===== config.mk =====
export PLATFORM = sky130hd
export DESIGN_NAME = peripheral_dma_channel_regs
export DESIGN_NICKNAME = d
export VERILOG_FILES = /design/src/rtl/pdc_regs_pkg.sv /design/src/rtl/transfer_enable_ctrl.sv /design/src/rtl/peripheral_dma_channel_regs.sv
export SDC_FILE = /design/constraint.sdc
export NUM_CORES = 1
export LEC_CHECK = 0
export BUFFER_PORTS_ARGS = -buffer_cell sky130_fd_sc_hd__buf_2
export CAP_MARGIN = 30
export CORE_UTILIZATION = 55
export DETAILED_ROUTE_END_ITERATION = 8
export PLACE_DENSITY_LB_ADDON = 0.25
export SYNTH_ARGS = -nofsm -noshare
export SYNTH_HDL_FRONTEND = slang
export SYNTH_SLANG_ARGS = --single-unit

===== constraint.sdc =====
create_clock -name MCLK_I -period 6.7 [get_ports MCLK_I]
set_input_delay 0.335 -clock MCLK_I [delete_from_list [all_inputs] [get_ports MCLK_I]]
set_output_delay 0.335 -clock MCLK_I [all_outputs]
set_load 0.05 [all_outputs]

===== src/rtl/pdc_regs_pkg.sv =====
/*
  Constants, types and helpers shared by the peripheral DMA channel
  register block and its transfer enable controller.
  Assumes a single 10 MHz clock domain and a plain strobe register port.
*/
package periph_dma_regs_pkg;

  // ------------------------------------------------------------
  // Register map
  // ------------------------------------------------------------
  localparam logic [11:0] OFS_RX_CUR_ADDR = 12'h100;
  localparam logic [11:0] OFS_RX_CUR_COUNT = 12'h104;
  localparam logic [11:0] OFS_TX_CUR_ADDR = 12'h108;
  localparam logic [11:0] OFS_TX_CUR_COUNT = 12'h10C;
  localparam logic [11:0] OFS_RX_NEXT_ADDR = 12'h110;
  localparam logic [11:0] OFS_RX_NEXT_COUNT = 12'h114;
  localparam logic [11:0] OFS_TX_NEXT_ADDR = 12'h118;
  localparam logic [11:0] OFS_TX_NEXT_COUNT = 12'h11C;
  localparam logic [11:0] OFS_CONTROL = 12'h120;
  localparam logic [11:0] OFS_STATUS = 12'h124;

  // ------------------------------------------------------------
  // Field positions and reset values
  // ------------------------------------------------------------
  localparam int CTRL_RX_ON_BIT = 0;
  localparam int CTRL_RX_OFF_BIT = 1;
  localparam int CTRL_TX_ON_BIT = 8;
  localparam int CTRL_TX_OFF_BIT = 9;
  localparam int STAT_RX_BIT = 0;
  localparam int STAT_TX_BIT = 8;
  localparam logic [31:0] ADDR_RESET = 32'h0000_0000;
  localparam logic [15:0] COUNT_RESET = 16'h0000;
  localparam logic [31:0] RDATA_RESET = 32'h0000_0000;
  localparam int CH_RX = 0;
  localparam int CH_TX = 1;
  localparam int NUM_CH = 2;

  // ------------------------------------------------------------
  // Transfer unit and pointer step
  // ------------------------------------------------------------
  typedef enum logic [1:0] {
    SIZE_BYTE = 2'b00,
    SIZE_HALF = 2'b01,
    SIZE_WORD = 2'b10
  } xfer_size_e;
  localparam logic [31:0] STEP_BYTE = 32'h0000_0001;
  localparam logic [31:0] STEP_HALF = 32'h0000_0002;
  localparam logic [31:0] STEP_WORD = 32'h0000_0004;

  typedef struct packed {
    logic [11:0] addr;
    logic [31:0] wdata;
    logic wr;
    logic rd;
  } reg_req_s;

  typedef struct packed {
    logic [31:0] cur_addr;
    logic [15:0] cur_count;
    logic [31:0] next_addr;
    logic [15:0] next_count;
    logic busy;
    logic end_flag;
    logic buf_flag;
  } chan_s;

  typedef struct packed {
    chan_s [NUM_CH-1:0] chan;
    logic [31:0] rdata;
  } top_state_s;

  typedef struct packed {
    logic rx_on;
    logic tx_on;
  } enable_s;

  function automatic logic [31:0] step_of(input xfer_size_e size);
    case (size)
      SIZE_BYTE: step_of = STEP_BYTE;
      SIZE_HALF: step_of = STEP_HALF;
      default: step_of = STEP_WORD;
    endcase
  endfunction

endpackage


===== src/rtl/transfer_enable_ctrl.sv =====
/*
  Transfer enable controller: turns control register writes into the
  receive and transmit request enable state.
  Assumes the write strobe and data come from the same clock domain.
*/
`timescale 1ns/1ps
module transfer_enable_ctrl (
  input wire logic clk_i,
  input wire logic rst_i,
  input wire logic ctrl_wr_i,
  input wire logic [31:0] wdata_i,
  input wire logic half_duplex_i,
  output logic rx_on_o,
  output logic tx_on_o
);
  import periph_dma_regs_pkg::*;

  enable_s st;
  enable_s next_st;
  logic rx_on_req;
  logic rx_off_req;
  logic tx_on_req;
  logic tx_off_req;

  assign rx_on_req = wdata_i[CTRL_RX_ON_BIT];
  assign rx_off_req = wdata_i[CTRL_RX_OFF_BIT];
  assign tx_on_req = wdata_i[CTRL_TX_ON_BIT];
  assign tx_off_req = wdata_i[CTRL_TX_OFF_BIT];

  always_comb begin
    next_st = st;
    if (ctrl_wr_i) begin
      if (half_duplex_i) begin
        if (rx_off_req || tx_off_req) begin
          next_st.rx_on = 1'b0;
          next_st.tx_on = 1'b0;
        end else if (rx_on_req) begin
          next_st.rx_on = 1'b1;
          next_st.tx_on = 1'b0;
        end else if (tx_on_req) begin
          next_st.tx_on = 1'b1;
          next_st.rx_on = 1'b0;
        end
      end else begin
        if (rx_off_req) begin
          next_st.rx_on = 1'b0;
        end else if (rx_on_req) begin
          next_st.rx_on = 1'b1;
        end
        if (tx_off_req) begin
          next_st.tx_on = 1'b0;
        end else if (tx_on_req) begin
          next_st.tx_on = 1'b1;
        end
      end
    end
  end

  always_ff @(posedge clk_i) begin
    if (rst_i) begin
      st <= '0;
    end else begin
      st <= next_st;
    end
  end

  assign rx_on_o = st.rx_on;
  assign tx_on_o = st.tx_on;
endmodule // transfer_enable_ctrl


===== src/rtl/peripheral_dma_channel_regs.sv =====
/*
  Peripheral DMA channel pair: register file, transfer enables and the
  pointer and counter engines of the receive and transmit channels.
  Assumes a single clock, a strobe register port with read data one
  cycle later, and a peripheral and bus matrix on the same clock that
  answer each request with a one-cycle acknowledge.
*/
// The register addresses and the strobed register port were left to the implementer.
`timescale 1ns/1ps
module peripheral_dma_channel_regs (
  input wire logic MCLK_I,
  input wire logic RESET_I,
  input wire periph_dma_regs_pkg::reg_req_s BUS_I,
  output logic [31:0] RDATA_O,
  input wire logic HALF_DUPLEX_I,
  input wire periph_dma_regs_pkg::xfer_size_e RX_SIZE_I,
  input wire periph_dma_regs_pkg::xfer_size_e TX_SIZE_I,
  input wire logic RX_READY_I,
  input wire logic TX_READY_I,
  input wire logic RX_ACK_I,
  input wire logic TX_ACK_I,
  output logic RX_REQ_O,
  output logic [31:0] RX_ADDR_O,
  output logic TX_REQ_O,
  output logic [31:0] TX_ADDR_O,
  output logic RX_END_O,
  output logic RX_FULL_O,
  output logic TX_END_O,
  output logic TX_EMPTY_O,
  output logic RX_ON_O,
  output logic TX_ON_O
);
  import periph_dma_regs_pkg::*;

  top_state_s st;
  top_state_s next_st;
  logic rx_on;
  logic tx_on;
  logic ctrl_wr;
  logic [NUM_CH-1:0] wr_ca;
  logic [NUM_CH-1:0] wr_cc;
  logic [NUM_CH-1:0] wr_na;
  logic [NUM_CH-1:0] wr_nc;
  logic [NUM_CH-1:0] clr;
  logic [NUM_CH-1:0] run_en;
  logic [NUM_CH-1:0] ready;
  logic [NUM_CH-1:0] ack;
  logic [31:0] step [NUM_CH];
  logic wdata_count_nz;

  // ------------------------------------------------------------
  // Transfer enables
  // ------------------------------------------------------------
  assign ctrl_wr = BUS_I.wr && (BUS_I.addr == OFS_CONTROL);

  transfer_enable_ctrl u_enable (
    .clk_i(MCLK_I),
    .rst_i(RESET_I),
    .ctrl_wr_i(ctrl_wr),
    .wdata_i(BUS_I.wdata),
    .half_duplex_i(HALF_DUPLEX_I),
    .rx_on_o(rx_on),
    .tx_on_o(tx_on)
  );

  assign wdata_count_nz = (BUS_I.wdata[15:0] != COUNT_RESET);

  // ------------------------------------------------------------
  // Per-channel write decode and handshake routing
  // ------------------------------------------------------------
  // In half duplex the transmit engine is the one shared channel and
  // the receive offsets alias onto it; the receive engine stays idle.
  for (genvar c = 0; c < NUM_CH; c++) begin : g_chan
    localparam logic [11:0] OWN_CA =
      (c == CH_RX) ? OFS_RX_CUR_ADDR : OFS_TX_CUR_ADDR;
    localparam logic [11:0] OWN_CC =
      (c == CH_RX) ? OFS_RX_CUR_COUNT : OFS_TX_CUR_COUNT;
    localparam logic [11:0] OWN_NA =
      (c == CH_RX) ? OFS_RX_NEXT_ADDR : OFS_TX_NEXT_ADDR;
    localparam logic [11:0] OWN_NC =
      (c == CH_RX) ? OFS_RX_NEXT_COUNT : OFS_TX_NEXT_COUNT;
    logic own_ok;
    logic alias_ok;

    assign own_ok = (c == CH_RX) ? !HALF_DUPLEX_I : 1'b1;
    assign alias_ok = (c == CH_TX) ? HALF_DUPLEX_I : 1'b0;

    assign wr_ca[c] = BUS_I.wr && ((own_ok && BUS_I.addr == OWN_CA) ||
      (alias_ok && BUS_I.addr == OFS_RX_CUR_ADDR));
    assign wr_cc[c] = BUS_I.wr && ((own_ok && BUS_I.addr == OWN_CC) ||
      (alias_ok && BUS_I.addr == OFS_RX_CUR_COUNT));
    assign wr_na[c] = BUS_I.wr && ((own_ok && BUS_I.addr == OWN_NA) ||
      (alias_ok && BUS_I.addr == OFS_RX_NEXT_ADDR));
    assign wr_nc[c] = BUS_I.wr && ((own_ok && BUS_I.addr == OWN_NC) ||
      (alias_ok && BUS_I.addr == OFS_RX_NEXT_COUNT));

    // Nonzero count write clears end flags
    assign clr[c] = (wr_cc[c] || wr_nc[c]) && wdata_count_nz;

    if (c == CH_RX) begin : g_rx
      assign run_en[c] = rx_on && !HALF_DUPLEX_I;
      assign ready[c] = RX_READY_I;
      assign ack[c] = RX_ACK_I;
      assign step[c] = step_of(RX_SIZE_I);
    end else begin : g_tx
      assign run_en[c] = tx_on || (HALF_DUPLEX_I && rx_on);
      assign ready[c] = (HALF_DUPLEX_I && rx_on) ? RX_READY_I : TX_READY_I;
      assign ack[c] = TX_ACK_I;
      assign step[c] = step_of(TX_SIZE_I);
    end

  end

  // ------------------------------------------------------------
  // State update
  // ------------------------------------------------------------
  always_comb begin
    next_st = st;
    next_st.rdata = RDATA_RESET;

    // Register read, data stands in the following cycle only
    if (BUS_I.rd) begin
      unique case (BUS_I.addr)
        OFS_RX_CUR_ADDR: begin
          next_st.rdata = HALF_DUPLEX_I ? st.chan[CH_TX].cur_addr :
            st.chan[CH_RX].cur_addr;
        end
        OFS_RX_CUR_COUNT: begin
          next_st.rdata = {16'h0000, HALF_DUPLEX_I ?
            st.chan[CH_TX].cur_count : st.chan[CH_RX].cur_count};
        end
        OFS_TX_CUR_ADDR: begin
          next_st.rdata = st.chan[CH_TX].cur_addr;
        end
        OFS_TX_CUR_COUNT: begin
          next_st.rdata = {16'h0000, st.chan[CH_TX].cur_count};
        end
        OFS_RX_NEXT_ADDR: begin
          next_st.rdata = HALF_DUPLEX_I ? st.chan[CH_TX].next_addr :
            st.chan[CH_RX].next_addr;
        end
        OFS_RX_NEXT_COUNT: begin
          next_st.rdata = {16'h0000, HALF_DUPLEX_I ?
            st.chan[CH_TX].next_count : st.chan[CH_RX].next_count};
        end
        OFS_TX_NEXT_ADDR: begin
          next_st.rdata = st.chan[CH_TX].next_addr;
        end
        OFS_TX_NEXT_COUNT: begin
          next_st.rdata = {16'h0000, st.chan[CH_TX].next_count};
        end
        OFS_STATUS: begin
          next_st.rdata[STAT_RX_BIT] = rx_on;
          next_st.rdata[STAT_TX_BIT] = tx_on;
        end
        default: begin
          next_st.rdata = RDATA_RESET;
        end
      endcase
    end

    for (int c = 0; c < NUM_CH; c++) begin
      // Clear first so a hardware set in the same cycle wins
      if (clr[c]) begin
        next_st.chan[c].end_flag = 1'b0;
        next_st.chan[c].buf_flag = 1'b0;
      end

      if (st.chan[c].busy) begin
        if (ack[c]) begin
          next_st.chan[c].busy = 1'b0;
          next_st.chan[c].cur_addr = st.chan[c].cur_addr + step[c];
          if (st.chan[c].cur_count != COUNT_RESET) begin
            next_st.chan[c].cur_count = st.chan[c].cur_count - 16'h0001;
            if (st.chan[c].cur_count == 16'h0001) begin
              next_st.chan[c].end_flag = 1'b1;
              if (st.chan[c].next_count != COUNT_RESET) begin
                next_st.chan[c].cur_addr = st.chan[c].next_addr;
                next_st.chan[c].cur_count = st.chan[c].next_count;
                next_st.chan[c].next_addr = ADDR_RESET;
                next_st.chan[c].next_count = COUNT_RESET;
              end else begin
                next_st.chan[c].buf_flag = 1'b1;
              end
            end
          end
        end
      end else if (run_en[c] && ready[c] &&
                   st.chan[c].cur_count != COUNT_RESET) begin
        next_st.chan[c].busy = 1'b1;
      end

      // Software writes override the engine's own update
      if (wr_ca[c]) begin
        next_st.chan[c].cur_addr = BUS_I.wdata;
      end
      if (wr_cc[c]) begin
        next_st.chan[c].cur_count = BUS_I.wdata[15:0];
      end
      if (wr_na[c]) begin
        next_st.chan[c].next_addr = BUS_I.wdata;
      end
      if (wr_nc[c]) begin
        next_st.chan[c].next_count = BUS_I.wdata[15:0];
      end
    end
  end

  always_ff @(posedge MCLK_I) begin
    if (RESET_I) begin
      st <= '0;
    end else begin
      st <= next_st;
    end
  end

  // ------------------------------------------------------------
  // Outputs
  // ------------------------------------------------------------
  assign RDATA_O = st.rdata;
  assign RX_REQ_O = st.chan[CH_RX].busy;
  assign RX_ADDR_O = st.chan[CH_RX].cur_addr;
  assign TX_REQ_O = st.chan[CH_TX].busy;
  assign TX_ADDR_O = st.chan[CH_TX].cur_addr;
  assign RX_END_O = st.chan[CH_RX].end_flag;
  assign RX_FULL_O = st.chan[CH_RX].buf_flag;
  assign TX_END_O = st.chan[CH_TX].end_flag;
  assign TX_EMPTY_O = st.chan[CH_TX].buf_flag;
  assign RX_ON_O = rx_on;
  assign TX_ON_O = tx_on;
endmodule // peripheral_dma_channel_regs


==> results of run 1 <==
power by group:
group          internal [mW]  leakage, nW  switching, mW
registers               1.38         1.87       0.000217
logic                 0.0251         3.64         0.0841
clock network          0.866        0.428          0.611
cells in the mapped netlist, types with 8 or more instances:
| cell type | count |
|---|---|
| nand2_1 | 153 |
| a211oi_1 | 12 |
| nor3_1 | 19 |
| ha_1 | 12 |
| and4_1 | 10 |
| a222oi_1 | 15 |
| nor4_1 | 29 |
| o22ai_1 | 73 |
| dfxtp_1 | 232 |
| mux2i_1 | 63 |
| inv_1 | 21 |
| nand4_1 | 27 |
| and3_1 | 88 |
| nand3_1 | 52 |
| xor2_1 | 27 |
| a22oi_1 | 63 |
| clkbuf_1 | 119 |
| o21ai_0 | 40 |
| xnor2_1 | 56 |
| buf_2 | 12 |
| a21oi_1 | 188 |
| nand2b_1 | 8 |
| a22o_1 | 32 |
| buf_4 | 96 |
| a31oi_1 | 11 |
| nor2_1 | 113 |
through the flow:
step / setup WS, ps / total power, mW / cell area, um2
3_5_place_dp: 3480 / 1.51 / 13700
6_report: 3440 / 2.97 / 14600
4_1_cts: 3530 / 2.96 / 14600
2_1_floorplan: 4280 / 1.46 / 13500
3_3_place_gp: 3560 / 1.51 / 13700
5_1_grt: 3360 / 3.02 / 14600
registers in the layout, indices dropped and copies added, names as in the netlist, 32 cells and up:
register and cells:
st 128, RDATA_O 32, RX_ADDR_O 32, TX_ADDR_O 32
cell families (layout without fill, tap and decap cells):
kind of cell               after synthesis  after routing
and+or+nand+nor                        561            561
AOI/OAI and AO/OA                      480            480
buffers and inverters                  256            259
DFF                                    232            232
xor gates and xnor gates                83             83
muxes                                   63             63
adders and majority gates               14             14
critical path, cell delays in order, from the launching register on:
cell and delay, ps:
dfxtp_1 360, nor4_1 500, a41oi_1 230, nand4_2 150
buf_4 370, or2_1 750, o211a_4 590, a22o_1 220
final timing paths:
kind / startpoint / endpoint / slack (ps)
setup / recovery: st[142] / st[170] / 3440
setup reg to reg: st[142] / st[170] / 3440
hold reg to reg: RX_END_O / RX_END_O / 450
hold / removal: BUS_I[25] / st[173] / 50
routing by layer:
metal | share of wire | track usage
met1 | 0.40 | 0.588
met5 | 0 | 0
met4 | 0.040 | 0.154
met3 | 0.15 | 0.0914
met2 | 0.41 | 0.583
area by class of cell:
cell class              instances  area (um2)  area share
multi-input cells            1201        7540       0.516
flip-flops and latches        232        4640       0.318
repair buffers                192        1050      0.0720
clock buffers                  35         754      0.0517
well taps                     319         399      0.0274
clock inverters                11         128     0.00875
inverters                      21        78.8     0.00540
==> summary.md, run 1 <==
For this design the static power due to leakage is 5.93 nW. The via count of the first global-routing pass was 12700. The cell count after placement is 1965, and the total number of vias is 14100. The tools report the starting utilization of the core area as 0.569. The layout has 2152 filler cells.

For the number of endpoints with negative hold slack in the final report, the log shows 0. Of all nets on the critical path, the largest fanout is 32. Maximum count of clock buffers along a single path: 3. The initial antenna violation count was 1.

Once layout is complete, the cells apart from fillers number 2011. The share of synthesized registers carrying an async set or reset was 0. The most used flip-flop cell after synthesis is dfxtp_1. The area growth from synthesis to final layout came out at 8.03%. The instance count of the mapped netlist is 1689, and the synthesis-stage register bit count is 232.

For this block, the routed nets add up to 53.3 mm of wire. Setup repair after global routing left no endpoint under its margin. TritonCTS created 26 clock buffers. The number of hold buffers added after CTS is 0. Entering global routing, the biggest net connects 61 pins. For the floorplan die area, the log shows 0.0252 mm2. The post-layout minimum cycle time is 3260 ps. Simple-gate share of the synthesized area: 0.215.

The run gives 0.407 as the total routing usage reported by global routing. After clock tree synthesis, the repair step resized 0 gates. In the final design database the tool counted 1745 nets. The maximum level of the CTS H-tree was 1; the cell area after technology mapping was 0.0135 mm2. Setup violations remaining at the end of the flow were counted as 0. Share of synthesized cell area in full adder, half adder and majority cells: 0.0141. Clock-pin slew was measured on the worst setup and hold paths at 60 ps.

The later pin in the worst-skew pair is clocked with a latency of 550 ps. The aggregate negative setup slack was 0 ps. The worst setup path is of the reg -> reg kind.

Mux share of post-synthesis cell area: 0.0467. For the pin with the worst max-slew slack, the measured transition is 1130 ps. Most common cell after layout, fill and taps aside: dfxtp_1. In the routed design, unresolved DRC markers number 0. STA puts the critical path data required time at 7190 ps. Once detail routing completed, the nets flagged for antenna violations numbered 0. The tools report the number of ports placed on the die boundary as 161. Yosys mapped the design onto 73 distinct sky130hd cell types. The first routing iteration left 2182 violations. Yosys printed 0 warnings. For the post-CTS setup repair buffer count, the log shows 0. The share of the synthesized netlist area taken by xor and xnor gates was 0.0538. STA puts the critical path data arrival time at 3750 ps. The tools report the cell chosen for the clock root as clkbuf_16. The register area share after synthesis came out at 0.344. The x dimension of the die is 159 um, and the ratio of total power to cell area is 203 mW/mm2. The number of detailed-route iterations in the first pass came out at 9. The floorplan has 56 rows. The top achievable clock speed is 0.306 GHz, and the fraction of layout instances using a drive strength above 1 is 0.159. The routed wirelength normalized by instance count was 26.5 um. After synthesis, the largest family of logic cells by area is compound AO/OA/AOI/OAI gates. The depth of the most critical reg-to-reg path came out at 7.

The run gives 0.614 as the final design utilization. The standard cell core area came out at 0.0238 mm2. The critical path endpoint category is a register.

After synthesis, the mean cell area works out to 8.00 um2. The floorplan die height is 159 um, and the final critical-path share of the clock period is 0.487. Area share of the largest cell type after synthesis: 0.344. Routability-driven placement finished with a final weighted congestion of 1.07. By area the synthesized netlist is led by dfxtp_1, a21oi_1, buf_4.

Along the worst hold path, the cell count comes to 2. The flow ran to the end, and the final reports show no timing, DRC or antenna violations. In this run the tool buffered the top-level ports with 160 buffer cells.

The worst max-slew margin expressed relative to the limit is 0.241, and the net count after synthesis is 1760. For the antenna cell count, the log shows 0. Leaving out fill and tap cells, the most frequent cells in the layout are dfxtp_1, a21oi_1, buf_2. TritonCTS built the clock tree. For the total number of clock tree sinks, the log shows 232. The logs give 0 for the number of max-slew violations in the final report and 35.7 mm for the total half-perimeter wirelength after legalization and detailed placement. After detailed routing, the number of vias per cell comes to 6.99. For the final database, setup skew stands at 24.1 ps. The synthesized-area fraction occupied by ao, oa, aoi and oai cells was 0.226.

Type of the worst min-delay path: in -> reg. dfxtp_1 takes more of the synthesized area than any other cell. Final hold analysis gives a worst-case slack of 52.9 ps.

The worst setup path is launched from a register. The worst-case vdd ir drop was 0.000172 V; the number of enable-type register cells in the synthesized netlist was 0. Max capacitance violation total: 0. The wire length of the first global-routing pass came out at 80.0 mm.

For the total congestion overflow, the log shows 0.
No activity file was read; power rests on OpenSTA's default activity.
==> run 2: changes to the inputs <==
- CORE_UTILIZATION: 55 -> 54
- clock period: 6.7 -> 2.88 ns (I/O delays scaled with it)
==> summary.md, run 2 (synthesis results as in run 1) <==
The post-layout minimum cycle time was 2490 ps; the data arrival time at the worst-slack endpoint was 2900 ps. More flip-flops sit in one register than any other, and that register is st. From left edge to right edge, the die measures 160 um. The fraction of layout instances using a drive strength above 1 came out at 0.169. The tools report the via count of the first global-routing pass as 12800. Clock tree synthesis inserted a total of 26 buffers.

For the final routed database, the setup TNS stands at 0 ps. The number of endpoints with negative hold slack in the final report was 0; the multi-input combinational cell area was 0.00751 mm2. The HPWL after detailed placement is 35.7 mm.

The number of endpoints failing setup at the final stage was 0; the routability congestion estimate from global placement was 0.975. The tools report the detailed-route wire length as 52.0 mm. The run gives 0 as the antenna cell count.

The setup path with the least slack is of type reg -> reg. Post-CTS repair changed the size of 0 cells. The maximum fanout encountered on the critical timing path is 6, and the final critical-path share of the clock period is 0.865. Number of max-slew violations in the final report: 0. Before CTS, the worst setup slack after placement is 436 ps. For the worst-skew pair, the clock arrives at the later sink with an insertion delay of 550 ps.

The worst-case IR drop observed on VDD is 0.000417 V. For this run, the post-layout net count is 1808. TritonCTS built the clock tree. The count of antenna-violating nets left after detailed routing came out at 0. For the worst max-slew margin expressed relative to the limit, the log shows 0.519.

The maximum level of the CTS H-tree was 1; the worst-margin pin slew was 721 ps. Timing would allow up to 0.402 GHz. Max-cap violations in this run came to 0. The run gives 0.0244 mm2 as the standard cell core area.

The min-delay analysis places its worst path in the category in -> reg. The tools report the flip-flop and latch area as 0.00464 mm2. The total number of clock tree sinks came out at 232. The starting utilization of the core area is 0.554, and the area growth from synthesis to final layout is 11.8%. The number of hold buffers added after CTS came out at 27. The number of detailed-route iterations in the first pass was 6.

The logs give 390 ps for the setup slack of the critical path after layout and 161 for the number of ports placed on the die boundary. Cell chosen for the clock root: clkbuf_16. The register with the most flip-flops in the layout has 128 of them.

The post-CTS setup repair buffer count is 0, and the total congestion overflow is 0. The clock tree skew after final layout is 13.4 ps. Setup repair after global routing left no endpoint under its margin. In this run the static leakage power is 6.23 nW. Floorplan die area: 0.0256 mm2. Entering global routing, the biggest net connects 95 pins.

The top cell types in the final layout, fill and taps aside, are dfxtp_1, a21oi_1, buf_2. The die is 160 um tall. For the filler cell count in the final layout, the log shows 2153.

The run gives 3290 ps as the required time of the critical path. The ratio of total power to cell area is 454 mW/mm2, and the count of routing violations after the opening detailed-route iteration is 2144. The wire length of the first global-routing pass came out at 78.3 mm.

The maximum count of clock buffers along a single path was 3. Port buffering added 160 buffers. The initial antenna violation count is 1, and the DRC violation count after routing is 0.

Leaving out fill and tap cells, the most frequent cell in the layout is dfxtp_1. STA classifies the critical path startpoint as a register. The final route contains 14000 vias.

In this run the core area contains 57 standard-cell rows. The routed wirelength normalized by instance count was 25.0 um; the total routing usage reported by global routing was 0.393. The flow ran to the end, and the final reports show no timing, DRC or antenna violations. STA classifies the critical path endpoint as a register. The per-cell via count in the routed design is 6.73, and the clock-pin slew on the worst setup and hold paths is 60 ps.
[run 2: cell count changes in the layout (fill, tap and decap cells not counted), moves of 2 or more]
cell,previous run,this run
nor4_2,4,2
dlygate4sd3_1,0,27
nor2_2,7,5
clkbuf_8,7,5
buf_4,32,67
nor4_1,26,28
clkbuf_1,2,4
nor2_1,108,110
buf_12,0,2
[run 2: final timing paths]
| check | startpoint | end | slack, ps | cells after the start |
|---|---|---|---|---|
| min reg2reg | RX_END_O | RX_END_O | 450 | 2 |
| max | st[187] | TX_ADDR_O[1] | 390 | 6 |
| max reg2reg | st[187] | TX_ADDR_O[1] | 390 | 6 |
| min | RX_READY_I | RX_REQ_O | 3 | 5 |
[run 2: final cells by class]
type | instances | area share
clock inverters | 10 | 0.00771
clock buffers | 35 | 0.0486
well taps | 324 | 0.0268
repair buffers | 255 | 0.107
inverters | 21 | 0.00522
multi-input cells | 1201 | 0.498
flip-flops and latches | 232 | 0.308
[run 2: layer usage]
metal	up-vias	track usage	wire length, um
met4	0	0.229	3330
met3	211	0.0688	5860
met1	6529	0.508	19800
met5	-	0	0
li1	6188	-	-
met2	1053	0.617	23000
[run 2: critical path, stage by stage, from the launching register on]
cell     delay [ps]
dfxtp_1         360
or4_1           690
nor2_4          210
nand4_1         170
or2_0           440
o21ai_0         330
o22ai_1         150
[run 2: metrics by stage]
step,cells,total power [mW],instance area [um2],hold WS [ps],utilization
2_1_floorplan,1689,3.40,13500,269,-
3_3_place_gp,2006,3.53,14000,413,0.573
3_5_place_dp,2006,3.53,14000,421,0.573
4_1_cts,2078,6.85,15100,6.16,0.619
5_1_grt,2078,6.99,15100,41.6,0.619
6_report,2078,6.85,15100,3.28,0.619
[run 2: report_power, final]
part	internal, mW	leakage (nW)	switching, mW	total (mW)
clock	1.96	0.416	1.39	3.35
combinational	0.0866	3.94	0.209	0.296
sequential	3.21	1.87	0.000445	3.21
